`config.mk`:
```
export PLATFORM = sky130hd
export DESIGN_NAME = pcilh_local_side
export DESIGN_NICKNAME = d
export VERILOG_FILES = /design/src/hdl/pcilh_pkg.sv /design/src/hdl/pcilh_local_side.sv
export SDC_FILE = /design/constraint.sdc
export NUM_CORES = 1
export LEC_CHECK = 0
export BUFFER_PORTS_ARGS = -buffer_cell sky130_fd_sc_hd__buf_4
export CORE_MARGIN = 2
export CORE_UTILIZATION = 30
export CTS_BUF_LIST = sky130_fd_sc_hd__clkbuf_2 sky130_fd_sc_hd__clkbuf_4 sky130_fd_sc_hd__clkbuf_8
export DETAILED_ROUTE_END_ITERATION = 6
export HOLD_SLACK_MARGIN = 0.06
export PLACE_DENSITY_LB_ADDON = 0.3
export SLEW_MARGIN = 40
export SYNTH_ARGS = -nofsm -noshare
export SYNTH_HDL_FRONTEND = slang
export SYNTH_SLANG_ARGS = --single-unit
```
`constraint.sdc`:
```
create_clock -name ref_clk -period 4 [get_ports ref_clk]
set_input_delay 1.2 -clock ref_clk [delete_from_list [all_inputs] [get_ports ref_clk]]
set_output_delay 1.2 -clock ref_clk [all_outputs]
set_load 0.05 [all_outputs]
```
`src/hdl/pcilh_pkg.sv`:
```
// shared constants and carriers for the pci local-side handshake block
//==========================================================
package pcilh_pkg;
    // local data path
    localparam int DATA_W      = 32;
    localparam int FIFO_DEPTH  = 8;
    // configuration offsets owned by the back-end start here
    localparam logic [7:0]  CFG_EXT_LO   = 8'h40;
    // phase count of zero stands for the largest burst
    localparam logic [12:0] BURST_MAX    = 13'h1000;
    // master phase state codes seen by the back-end
    localparam logic [3:0]  PH_IDLE      = 4'h0;
    localparam logic [3:0]  PH_ADDR      = 4'h1;
    localparam logic [3:0]  PH_XFER      = 4'h2;
    localparam logic [3:0]  PH_TERM      = 4'h4;
    // reset values
    localparam logic [12:0] CNT_RST      = 13'h0000;
    localparam logic [DATA_W-1:0] WORD_RST = 32'h0000_0000;

    // master sequencer states
    typedef enum logic [1:0] {
        PCILH_M_IDLE = 2'b00,
        PCILH_M_REQ  = 2'b01,
        PCILH_M_XFER = 2'b10,
        PCILH_M_TERM = 2'b11
    } pcilh_mstate_t;

    // latched master request
    typedef struct packed {
        logic        wide;   // wide data request
        logic        read;   // read when high
        logic [12:0] count;  // data phases still to go
    } pcilh_mreq_t;
endpackage

```
`src/hdl/pcilh_local_side.sv`:
```
// fifo and local-side handshake logic for the pci interface core
`timescale 1ns/1ps

//==========================================================
// fifo with valid/ready on both sides
module pcilh_fifo #(
    parameter int WIDTH = 32,
    parameter int DEPTH = 8
) (
    input  wire logic             ref_clk,
    input  wire logic             resetn,
    input  wire logic             in_valid,
    output logic                  in_ready,
    input  wire logic [WIDTH-1:0] in_data,
    output logic                  out_valid,
    input  wire logic             out_ready,
    output logic [WIDTH-1:0]      out_data
);
    localparam int AW = $clog2(DEPTH);
    logic [WIDTH-1:0] mem [DEPTH];   // storage words
    logic [AW:0]      wr_ptr_reg;    // extra bit tells full from empty
    logic [AW:0]      rd_ptr_reg;
    logic             push;
    logic             pop;

    assign in_ready  = (wr_ptr_reg[AW-1:0] != rd_ptr_reg[AW-1:0])
                       || (wr_ptr_reg[AW] == rd_ptr_reg[AW]);
    assign out_valid = wr_ptr_reg != rd_ptr_reg;
    assign out_data  = mem[rd_ptr_reg[AW-1:0]];
    assign push      = in_valid && in_ready;
    assign pop       = out_valid && out_ready;

    // storage needs no reset, only pointers do
    always_ff @(posedge ref_clk) begin
        if (push) begin
            mem[wr_ptr_reg[AW-1:0]] <= in_data;
        end
    end

    // pointer update
    always_ff @(posedge ref_clk or negedge resetn) begin
        if (!resetn) begin
            wr_ptr_reg <= '0;
            rd_ptr_reg <= '0;
        end else begin
            if (push) begin
                wr_ptr_reg <= wr_ptr_reg + 1'b1;
            end
            if (pop) begin
                rd_ptr_reg <= rd_ptr_reg + 1'b1;
            end
        end
    end
endmodule

//==========================================================
// local-side handshake top
module pcilh_local_side (
    input  wire logic        ref_clk,
    input  wire logic        resetn,
    input  wire logic        bus32_mode,          // local data bus is 32 bits
    // decode information from the pci side of the core
    input  wire logic        pci_addr_valid,      // address phase decoded this cycle
    input  wire logic [5:0]  pci_bar_match,       // address inside each window
    input  wire logic        pci_exprom_match,
    input  wire logic        pci_cfg_access,      // configuration access to this function
    input  wire logic [7:0]  pci_cfg_offset,
    input  wire logic        pci_special_cycle,
    // target data from the pci side
    input  wire logic        pci_wr_valid,        // target write word offered
    output logic             pci_wr_ready,        // fifo has room
    input  wire logic [31:0] pci_wr_data,
    input  wire logic        pci_rd_req,          // target read wants a local word
    output logic [31:0]      tgt_rd_word,         // word taken from the local bus
    // master side events from the pci side
    output logic             pci_req,             // ask the arbiter for the bus
    input  wire logic        pci_gnt,             // arbiter grant
    input  wire logic        pci_phase_ok,        // pci side can move a data phase
    input  wire logic        pci_latency_expired,
    input  wire logic [31:0] pci_mst_rd_data,     // master read word from the bus
    output logic [31:0]      mst_wr_word,         // master write word for the bus
    // back-end target side
    input  wire logic        tgt_backend_ready_n,
    output logic             tgt_xfer_strobe_n,
    output logic             tgt_access_strobe_n,
    output logic [5:0]       bar_hit,
    output logic             ext_cap_hit,
    // back-end master side
    input  wire logic        mst_request_narrow_n,
    input  wire logic        mst_request_wide_n,
    input  wire logic        mst_cmd_read,        // direction the back-end wants
    input  wire logic        mst_backend_ready_n,
    input  wire logic [11:0] mst_phase_count,
    input  wire logic        mst_cancel_n,
    output logic             mst_granted_n,
    output logic             mst_xfer_strobe_n,
    output logic             mst_read_not_write,
    output logic             mst_expired_n,
    output logic [3:0]       mst_phase_state,
    // shared local data buses
    input  wire logic [31:0] l_ad_in,
    output logic [31:0]      l_data_out
);
    //==========================================================
    // helpers
    // widen the back-end phase count, zero is the largest burst
    function automatic logic [12:0] burst_len(input logic [11:0] n);
        return (n == 12'h000) ? pcilh_pkg::BURST_MAX : {1'b0, n};
    endfunction

    // capability window sits above the built-in header
    function automatic logic cap_window(input logic acc, input logic [7:0] off);
        return acc && (off >= pcilh_pkg::CFG_EXT_LO);
    endfunction

    //==========================================================
    // decode
    logic [5:0] bar_hit_reg;
    logic       ext_cap_hit_reg;
    logic       access_n_reg;
    logic       cap_now;          // capability hit this cycle
    logic       any_hit;          // any address hit that opens the local target; special cycles open it too

    assign cap_now = cap_window(pci_cfg_access, pci_cfg_offset);
    assign any_hit = pci_addr_valid && ((|pci_bar_match) || pci_exprom_match || cap_now);

    // hit outputs follow the decoded address phase by one edge
    always_ff @(posedge ref_clk or negedge resetn) begin
        if (!resetn) begin
            bar_hit_reg     <= 6'h00;
            ext_cap_hit_reg <= 1'b0;
            access_n_reg    <= 1'b1;
        end else begin
            bar_hit_reg     <= pci_addr_valid ? pci_bar_match : 6'h00;
            ext_cap_hit_reg <= pci_addr_valid && cap_now;
            access_n_reg    <= !(any_hit || pci_special_cycle);
        end
    end

    //==========================================================
    // target path: write words queue in the fifo
    logic        fifo_valid;
    logic [31:0] fifo_data;
    logic        tgt_pop;         // fifo word goes out this edge
    logic        tgt_take;        // local input word is wanted
    logic        tgt_strobe_n_reg;
    logic        tgt_rd_phase_reg; // strobe marks a read phase
    logic [31:0] tgt_rd_word_reg;

    // strobes only move data on the 32-bit bus, a wide bus stalls here
    assign tgt_pop  = fifo_valid && !tgt_backend_ready_n && bus32_mode && tgt_strobe_n_reg;
    assign tgt_take = pci_rd_req && !fifo_valid && !tgt_backend_ready_n && bus32_mode
                      && tgt_strobe_n_reg;

    pcilh_fifo #(
        .WIDTH (pcilh_pkg::DATA_W),
        .DEPTH (pcilh_pkg::FIFO_DEPTH)
    ) u_fifo (
        .ref_clk   (ref_clk),
        .resetn    (resetn),
        .in_valid  (pci_wr_valid),
        .in_ready  (pci_wr_ready),
        .in_data   (pci_wr_data),
        .out_valid (fifo_valid),
        .out_ready (tgt_pop),
        .out_data  (fifo_data)
    );

    // one strobe cycle per word; a gap cycle keeps each strobe distinct
    always_ff @(posedge ref_clk or negedge resetn) begin
        if (!resetn) begin
            tgt_strobe_n_reg <= 1'b1;
            tgt_rd_phase_reg <= 1'b0;
        end else begin
            tgt_strobe_n_reg <= !(tgt_pop || tgt_take);
            tgt_rd_phase_reg <= tgt_take;
        end
    end

    // the back-end holds its word through the strobe cycle, so take it then
    always_ff @(posedge ref_clk or negedge resetn) begin
        if (!resetn) begin
            tgt_rd_word_reg <= pcilh_pkg::WORD_RST;
        end else if (!tgt_strobe_n_reg && tgt_rd_phase_reg) begin
            tgt_rd_word_reg <= l_ad_in;
        end
    end

    //==========================================================
    // master sequencer
    pcilh_pkg::pcilh_mstate_t mstate_reg;
    pcilh_pkg::pcilh_mreq_t   mreq_reg;
    logic       req_any;          // either request input low
    logic       mst_move;         // a data phase moves this edge
    logic       mst_stop;         // transaction ends this edge
    logic       timed_out;
    logic       pci_req_reg;
    logic       granted_n_reg;
    logic       mst_strobe_n_reg;
    logic       expired_n_reg;
    logic [3:0] phase_reg;
    logic [31:0] mst_wr_word_reg;
    logic [31:0] l_data_out_reg;

    assign req_any   = !mst_request_narrow_n || !mst_request_wide_n;
    assign timed_out = pci_latency_expired && !pci_gnt;
    assign mst_move  = (mstate_reg == pcilh_pkg::PCILH_M_XFER) && !mst_backend_ready_n
                       && pci_phase_ok && bus32_mode;
    assign mst_stop  = (mstate_reg == pcilh_pkg::PCILH_M_XFER)
                       && ((mst_move && mreq_reg.count == 13'h0001) || timed_out
                           || !mst_cancel_n);

    // state walk: request, wait grant, move phases, one cycle of termination
    always_ff @(posedge ref_clk or negedge resetn) begin
        if (!resetn) begin
            mstate_reg <= pcilh_pkg::PCILH_M_IDLE;
        end else begin
            unique case (mstate_reg)
                pcilh_pkg::PCILH_M_IDLE: begin
                    if (req_any) begin
                        mstate_reg <= pcilh_pkg::PCILH_M_REQ;
                    end
                end
                pcilh_pkg::PCILH_M_REQ: begin
                    if (pci_gnt) begin
                        mstate_reg <= pcilh_pkg::PCILH_M_XFER;
                    end
                end
                pcilh_pkg::PCILH_M_XFER: begin
                    if (mst_stop) begin
                        mstate_reg <= pcilh_pkg::PCILH_M_TERM;
                    end
                end
                pcilh_pkg::PCILH_M_TERM: begin
                    mstate_reg <= pcilh_pkg::PCILH_M_IDLE;
                end
            endcase
        end
    end

    // request is latched at the grant, while the back-end still holds it
    always_ff @(posedge ref_clk or negedge resetn) begin
        if (!resetn) begin
            mreq_reg <= '{wide: 1'b0, read: 1'b0, count: pcilh_pkg::CNT_RST};
        end else if (mstate_reg == pcilh_pkg::PCILH_M_REQ && pci_gnt) begin
            mreq_reg.wide  <= !mst_request_wide_n;
            mreq_reg.read  <= mst_cmd_read;
            mreq_reg.count <= burst_len(mst_phase_count);
        end else if (mst_move) begin
            mreq_reg.count <= mreq_reg.count - 13'h0001;
        end
    end

    // handshake outputs, all registered
    always_ff @(posedge ref_clk or negedge resetn) begin
        if (!resetn) begin
            pci_req_reg      <= 1'b0;
            granted_n_reg    <= 1'b1;
            mst_strobe_n_reg <= 1'b1;
            expired_n_reg    <= 1'b1;
        end else begin
            pci_req_reg      <= (mstate_reg == pcilh_pkg::PCILH_M_IDLE && req_any)
                                || (mstate_reg == pcilh_pkg::PCILH_M_REQ && !pci_gnt);
            granted_n_reg    <= !((mstate_reg == pcilh_pkg::PCILH_M_REQ && pci_gnt)
                                  || (mstate_reg == pcilh_pkg::PCILH_M_XFER && !mst_stop));
            mst_strobe_n_reg <= !mst_move;
            // held low through termination so the back-end sees it
            expired_n_reg    <= !(mstate_reg == pcilh_pkg::PCILH_M_XFER && timed_out);
        end
    end

    // phase state mirrors the sequencer for the back-end
    always_ff @(posedge ref_clk or negedge resetn) begin
        if (!resetn) begin
            phase_reg <= pcilh_pkg::PH_IDLE;
        end else begin
            unique case (mstate_reg)
                pcilh_pkg::PCILH_M_IDLE: phase_reg <= req_any ? pcilh_pkg::PH_ADDR
                                                              : pcilh_pkg::PH_IDLE;
                pcilh_pkg::PCILH_M_REQ:  phase_reg <= pci_gnt ? pcilh_pkg::PH_XFER
                                                              : pcilh_pkg::PH_ADDR;
                pcilh_pkg::PCILH_M_XFER: phase_reg <= mst_stop ? pcilh_pkg::PH_TERM
                                                               : pcilh_pkg::PH_XFER;
                pcilh_pkg::PCILH_M_TERM: phase_reg <= pcilh_pkg::PH_IDLE;
            endcase
        end
    end

    // shared output bus: target fifo words, else master read words
    always_ff @(posedge ref_clk or negedge resetn) begin
        if (!resetn) begin
            l_data_out_reg  <= pcilh_pkg::WORD_RST;
            mst_wr_word_reg <= pcilh_pkg::WORD_RST;
        end else begin
            if (tgt_pop) begin
                l_data_out_reg <= fifo_data;
            end else if (mst_move && mreq_reg.read) begin
                l_data_out_reg <= pci_mst_rd_data;
            end
            // write data is valid in the strobe cycle
            if (!mst_strobe_n_reg && !mreq_reg.read) begin
                mst_wr_word_reg <= l_ad_in;
            end
        end
    end

    assign tgt_xfer_strobe_n   = tgt_strobe_n_reg;
    assign tgt_access_strobe_n = access_n_reg;
    assign bar_hit             = bar_hit_reg;
    assign ext_cap_hit         = ext_cap_hit_reg;
    assign tgt_rd_word         = tgt_rd_word_reg;
    assign pci_req             = pci_req_reg;
    assign mst_granted_n       = granted_n_reg;
    assign mst_xfer_strobe_n   = mst_strobe_n_reg;
    assign mst_read_not_write  = mreq_reg.read;
    assign mst_expired_n       = expired_n_reg;
    assign mst_phase_state     = phase_reg;
    assign mst_wr_word         = mst_wr_word_reg;
    assign l_data_out          = l_data_out_reg;

    //==========================================================
    // assertions
    property p_tgt_strobe;
        @(posedge ref_clk) disable iff (!resetn)
        (tgt_pop || tgt_take) |=> !tgt_xfer_strobe_n;
    endproperty
    a_tgt_strobe: assert property (p_tgt_strobe) else $error("target strobe missing");

    property p_bus32;
        @(posedge ref_clk) disable iff (!resetn)
        !bus32_mode |=> tgt_xfer_strobe_n && mst_xfer_strobe_n;
    endproperty
    a_bus32: assert property (p_bus32) else $error("strobe on wide bus");

    property p_bar_hit;
        @(posedge ref_clk) disable iff (!resetn)
        pci_addr_valid |=> bar_hit == $past(pci_bar_match);
    endproperty
    a_bar_hit: assert property (p_bar_hit) else $error("bar hit mismatch");

    property p_cap_hit;
        @(posedge ref_clk) disable iff (!resetn)
        (pci_addr_valid && pci_cfg_access && pci_cfg_offset < pcilh_pkg::CFG_EXT_LO)
            |=> !ext_cap_hit;
    endproperty
    a_cap_hit: assert property (p_cap_hit) else $error("cap hit in header");

    property p_access;
        @(posedge ref_clk) disable iff (!resetn)
        (pci_special_cycle || (pci_addr_valid && (|pci_bar_match))) |=> !tgt_access_strobe_n;
    endproperty
    a_access: assert property (p_access) else $error("access strobe missing");

    property p_grant;
        @(posedge ref_clk) disable iff (!resetn)
        (mstate_reg == pcilh_pkg::PCILH_M_REQ && pci_gnt) |=> !mst_granted_n
            ##0 mst_phase_state == pcilh_pkg::PH_XFER;
    endproperty
    a_grant: assert property (p_grant) else $error("grant not shown");

    property p_zero_len;
        @(posedge ref_clk) disable iff (!resetn)
        (mstate_reg == pcilh_pkg::PCILH_M_REQ && pci_gnt && mst_phase_count == 12'h000)
            |=> mreq_reg.count == pcilh_pkg::BURST_MAX;
    endproperty
    a_zero_len: assert property (p_zero_len) else $error("zero count not 4096");

    property p_dir;
        @(posedge ref_clk) disable iff (!resetn)
        (mstate_reg == pcilh_pkg::PCILH_M_REQ && pci_gnt) |=> mst_read_not_write == $past(mst_cmd_read);
    endproperty
    a_dir: assert property (p_dir) else $error("direction wrong");

    property p_expired;
        @(posedge ref_clk) disable iff (!resetn)
        (mstate_reg == pcilh_pkg::PCILH_M_XFER && timed_out) |=> !mst_expired_n
            ##1 mst_phase_state == pcilh_pkg::PH_IDLE;
    endproperty
    a_expired: assert property (p_expired) else $error("timeout not flagged");

    c_tgt_write: cover property (@(posedge ref_clk) disable iff (!resetn) tgt_pop);
    c_tgt_read:  cover property (@(posedge ref_clk) disable iff (!resetn) tgt_take);
    c_mst_done:  cover property (@(posedge ref_clk) disable iff (!resetn)
                                 mst_phase_state == pcilh_pkg::PH_TERM && mst_expired_n);
    c_full:      cover property (@(posedge ref_clk) disable iff (!resetn) !pci_wr_ready);
endmodule

```
# [After elaboration in Yosys (flattened, before gate mapping)]
# Memory sizes are Yosys's and may differ from the RTL's.
# Index checks and enable logic that the tools add are counted.
[classes] n_lt_le_gt_ge=1 addsub=3 mux=16 reduce_logical=58 n_eq_ne=10
[ops] op="two-way mux 32 bit" n=2
[ops] op="two-way mux 13 bit" n=3
[ops] op="logical AND 1 bit" n=26
[ops] op="logical NOT 1 bit" n=16
[ops] op="case mux 4 bit (4 select lines)" n=1
[ops] op="== test 13 x 1 -> 1 bit (second input constant)" n=1
[ops] op="subtractor 13 x 1 -> 13 bit (second input constant)" n=1
[ops] op="logical NOT 12 bit" n=1
[ops] op="logical OR 1 bit" n=10
[ops] op="adder 4 x 1 -> 4 bit (second input constant)" n=2
[ops] op="greater-or-equal comparator 8 x 7 -> 1 bit (second input constant)" n=1
[ops] op="two-way mux 2 bit" n=4
[ops] op="case mux 2 bit (4 select lines)" n=1
[ops] op="two-way mux 6 bit" n=1
[ops] op="!= test 2 bit (second input constant)" n=3
[ops] op="OR reduction 6 bit" n=1
[ops] op="== test 2 bit (second input constant)" n=2
[ops] op="!= test 4 bit" n=1
[ops] op="nonzero test 2 bit" n=2
[ops] op="two-way mux 1 bit" n=3
[ops] op="two-way mux 3 bit" n=1
[ops] op="!= test 3 bit" n=1
[ops] op="AND reduction 3 bit" n=1
[ops] op="== test 2 x 1 -> 1 bit (second input constant)" n=1
[ops] op="other kinds (2)" n=2
[word_totals] ff_bits=138 in_bits=140 word_cells=107 mem_bits_rw=256 memories=1
[mem_list] memory="u_fifo.mem" words=8 word_bits=32 rd=1 rd_ports_with_merged_regs=0 write_ports=1 line_no="pcilh_local_side.sv:20" rtl="logic [WIDTH-1:0] mem [DEPTH];"

# [Depth between registers and ports, before layout]
[logic_depth] depth_word=12 ltp_mapped=7

# [Hierarchy]
# Synthesis repeated with hierarchy kept, for this count alone.
[unflattened] hier_cells=863 hier_area_um2=15816.4
[modules_own_cells] module="pcilh_fifo" area_per_inst_um2=10364.9 cells_each=429 instances=1
[modules_own_cells] module="pcilh_local_side" area_per_inst_um2=5451.5 cells_each=434 instances=1

# [Worst setup path before layout]
# Ideal clock, no wire load.
[synth_path] kind="register -> register" startpoint="register u_fifo.rd_ptr_reg[0]" endpoint="memory u_fifo.mem[0][0], enable pin" setup_time_ps=461 path_stages_with_launch=6 t_required_ps=3539 path_slack_ps=-106 t_arrival_ps=3645 cell_sequence="dfrtp_1 buf_2 xnor2_1 nand4_1 nand3b_1 nor3_1"
[synth_between] elab_chain_len=5
[synth_rtl] item="start: declaration" line_no="pcilh_local_side.sv:22" rtl="logic [AW:0] rd_ptr_reg;"
[synth_rtl] item="start signal: assignment" line_no="pcilh_local_side.sv:50" rtl="rd_ptr_reg <= rd_ptr_reg + 1'b1;"
[synth_rtl] item="!= test 3 bit" line_no="pcilh_local_side.sv:26" rtl="assign in_ready = (wr_ptr_reg[AW-1:0] != rd_ptr_reg[AW-1:0])"
[synth_rtl] item="logical OR 1 bit" line_no="pcilh_local_side.sv:27" rtl="|| (wr_ptr_reg[AW] == rd_ptr_reg[AW]);"
[synth_rtl] item="via pci_wr_ready" line_no="pcilh_local_side.sv:71" rtl="output logic pci_wr_ready,"
[synth_rtl] item="logical AND 1 bit" line_no="pcilh_local_side.sv:30" rtl="assign push = in_valid && in_ready;"
[synth_rtl] item="two-way mux 1 bit" line_no="pcilh_local_side.sv:35" rtl="if (push) begin"
[synth_rtl] item="two-way mux 1 bit (not written as such)" line_no="pcilh_local_side.sv:36" rtl="mem[wr_ptr_reg[AW-1:0]] <= in_data;"
[synth_rtl] item="end: declaration" line_no="pcilh_local_side.sv:20"
# The timed path passes the listed nets, and every way through them passes these cells.

# [Worst setup path in the final report]
[layout_path] startpoint="register u_fifo.rd_ptr_reg[1]" endpoint="output port pci_wr_ready"
[layout_between] elab_chain_len=2
[layout_rtl] item="!= test 3 bit" line_no="pcilh_local_side.sv:26"
[layout_rtl] item="logical OR 1 bit" line_no="pcilh_local_side.sv:27"
[layout_rtl] item="end: declaration" line_no="pcilh_local_side.sv:71"
# No other way between the ends.

==> out/results.txt <==
outcome -> complete, no violations
Inserted Diodes -> 0
endpoints failing hold -> 0
delay-heaviest family, CP -> flip-flops
worst path buffer plus inverter count -> 1
number of flip-flops in the largest register -> 256
layout cell share with drive strength beyond 1 -> 46.0%
largest net degree at the start of global routing -> 72
CP Class -> flip-flop to output pin
Clock Pin Slew Worst Setup and Hold Paths -> 0.06 ns
Final Max Slew Viols -> 0
number of synthesized flops with an enable pin -> 256
FP Rows -> 83
Slew HR -> 47.7%
IO Pins -> 255
full die area -> 0.0535 mm2
async set-or-reset flop fraction in the synthesized netlist -> 34.9%
Layout Skew -> 0.0233 ns
initial antenna violation count -> 1
chip width -> 231 um
min Tclk post-route -> 3.20 ns
Worst-Margin Slew -> 0.784 ns
Crit path arrival time -> 2.00 ns
grt ovf -> 0
post-cts hold buffer count -> 0
Seq/Total Area, Yosys -> 71.7%
critical-path cell list -> xnor2_1, nand4_1, buf_4
Die H -> 231 um
slowest library cell on the worst path -> dfrtp_4
Crit path required time -> 2.80 ns
crit path max fanout -> 15
reg2reg path depth -> 5
vias in the first global route -> 9,018
Power Density -> 787 mW/mm2
Yosys cell types -> 49
MaxCap Viol Count -> 0
#FFs+latches synth -> 393
routed length per instance -> 19.6 um
# port buffers -> 247
Syn Inst Count -> 827
M2 GR Usage -> 22.5%
RSZ-0062 raised after global routing -> no
Worst R2R Start -> u_fifo.rd_ptr_reg[1]
Final Setup Violations -> 0
critical path endpoint category -> output pin
worst hold-check path type -> input pin to asynchronous set/reset pin
Num CTS Buffers -> 70
yosys warns -> 0
synthesis-to-finish area growth -> 27.9%
syn avg cell area -> 18.8 um2
global route hottest layer -> met2
starting density of the core -> 30.3%
element type at the critical path start -> flip-flop
Storage cell area -> 0.0111 mm2
GRT Total Usage -> 13.8%
clk buf depth -> 3
Max Clk Rate -> 313 MHz
Post-Layout Cell Count -> 1,869
drt drc -> 0
clock latency on the worst-skew pair -> 0.62 ns
DPL Wire Length -> 22,800 um
Sink Count -> 393
Multi-input gate area -> 0.00424 mm2
clk root buf -> clkbuf_8
Routed WL -> 36,600 um
Post-synth top flop -> edfxtp_1
CTS tree -> yes
Final GP Congestion -> 0.778
crit share post-route -> 80.0%
nets -> 1,279
GR Util met3 -> 4.05%
CP max stage delay -> 0.60 ns
DR vias -> 8,557
post-synth top area cell -> edfxtp_1
cell total after placement -> 1,739
Synth area leaders -> edfxtp_1, dfrtp_1, mux4_2
worst setup margin -> 0.800 ns
reg2reg setup slack -> 1.36 ns
grt met1 use -> 17.3%
Post-CTS Setup Inserts -> 0
Worst IR Drop VDD -> 0.415 mV
Mapped Area -> 0.0155 mm2
antenna viol nets, final -> 0
first-pass GRT wire length -> 54,900 um
H-tree depth -> 3
Post-Place Setup Slack -> 0.941 ns
syn_nets -> 975
LEAKAGE -> 7.80 nW
drt via density -> 4.58
drt initial violations -> 427
R2R Path End -> u_fifo.mem[2][16]
core area -> 0.0512 mm2
Fillers -> 4,738
Power Total -> 15.6 mW
Synth top area share -> 49.6%
CTS resizes -> 0
setup TNS -> 0 ns
DR pass1 iterations -> 4
## layer usage
metal / vias up / wire length (um)
met1: 4365 / 15600
met2: 272 / 17700
li1: 3862 / -
met4: 2 / 742
met5: - / 15
met3: 56 / 2660
## cell usage in the layout, fill, tap and decap left out, drive strengths merged, types with 8 or more instances in the layout
cell type,instances
buf,271
clkinv,19
xnor2,9
and2,8
nor2,13
mux2i,96
mux2,66
inv,13
nor4,9
edfxtp,256
nand3,9
o21ai,11
nand4,8
clkbuf,103
xor2,9
ha,8
mux4,64
nand2,29
dfrtp,132
## cells in the mapped netlist, types with 2 or more instances
master      n
ha_1        8
and2_1      8
o211ai_1    3
clkbuf_1    9
dfrtp_1   132
xnor2_1     9
nand3b_1    2
o21ai_0    11
a21oi_1     4
inv_1       9
mux2i_1    96
mux2_2     66
dfstp_2     5
or4_4       2
nor3_1      4
nor4b_1     2
buf_2      14
buf_1      10
mux4_2     64
nand3_1     9
and4b_1     2
nand2_1    29
edfxtp_1  256
xor2_1      9
nor2b_1     2
a31oi_1     2
nand2b_1    6
nor2_1     13
buf_4       5
nand4_1     8
nor4_1      9
nor3b_1     2
## power by group
| group | internal, mW | switching (mW) |
|---|---|---|
| registers | 5.37 | 0.519 |
| clock network | 2.25 | 1.67 |
| logic | 2.19 | 3.62 |
## layout make-up
type | count | share of cell area (%)
clock buffer | 103 | 6.39
sequential | 393 | 56.1
clock inverter | 27 | 1.14
timing repair buffer | 271 | 10.5
inverter | 9 | 0.170
multi-input combinational | 386 | 21.4
tap | 680 | 4.29
## logic make-up after synthesis
group,share of synthesized area (%)
AO/OA/AOI/OAI,1.19
XOR/XNOR,1.02
adder cells (fa/ha/maj),0.645
buffers and inverters,1.40
flip-flops,71.7
multiplexers,20.3
other,0.0242
AND/OR/NAND/NOR,3.71
## through the flow
step                      hold WS [ns]  area (um2)  utilization, %
after floorplan                  0.461       15500               -
after global placement           0.480       18300            35.8
after detailed placement         0.479       18300            35.8
after CTS                        0.435       19800            38.8
after global routing             0.448       19800            38.8
final                            0.477       19800            38.8
## worst max path at each step
stage,to,cells past startpoint,startpoint,slack (ns)
after global routing,pci_wr_ready,3,u_fifo.rd_ptr_reg[1],0.66
after floorplan,u_fifo.mem[2][0],5,u_fifo.rd_ptr_reg[0],0.75
after detailed placement,l_data_out[30],5,tgt_backend_ready_n,0.94
after global placement,l_data_out[20],5,tgt_backend_ready_n,1.0
final,pci_wr_ready,3,u_fifo.rd_ptr_reg[1],0.80
after CTS,pci_wr_ready,3,u_fifo.rd_ptr_reg[1],0.72
## worst reg2reg max path, delay by kind of cell (launching register included)
| family | cells | cell delay (ns) |
|---|---|---|
| buffers and inverters | 1 | 0.34 |
| AND/OR/NAND/NOR | 3 | 1.22 |
| flip-flops | 1 | 0.60 |
| XOR/XNOR | 1 | 0.19 |
Note: power is estimated with default switching activity, not from simulation.
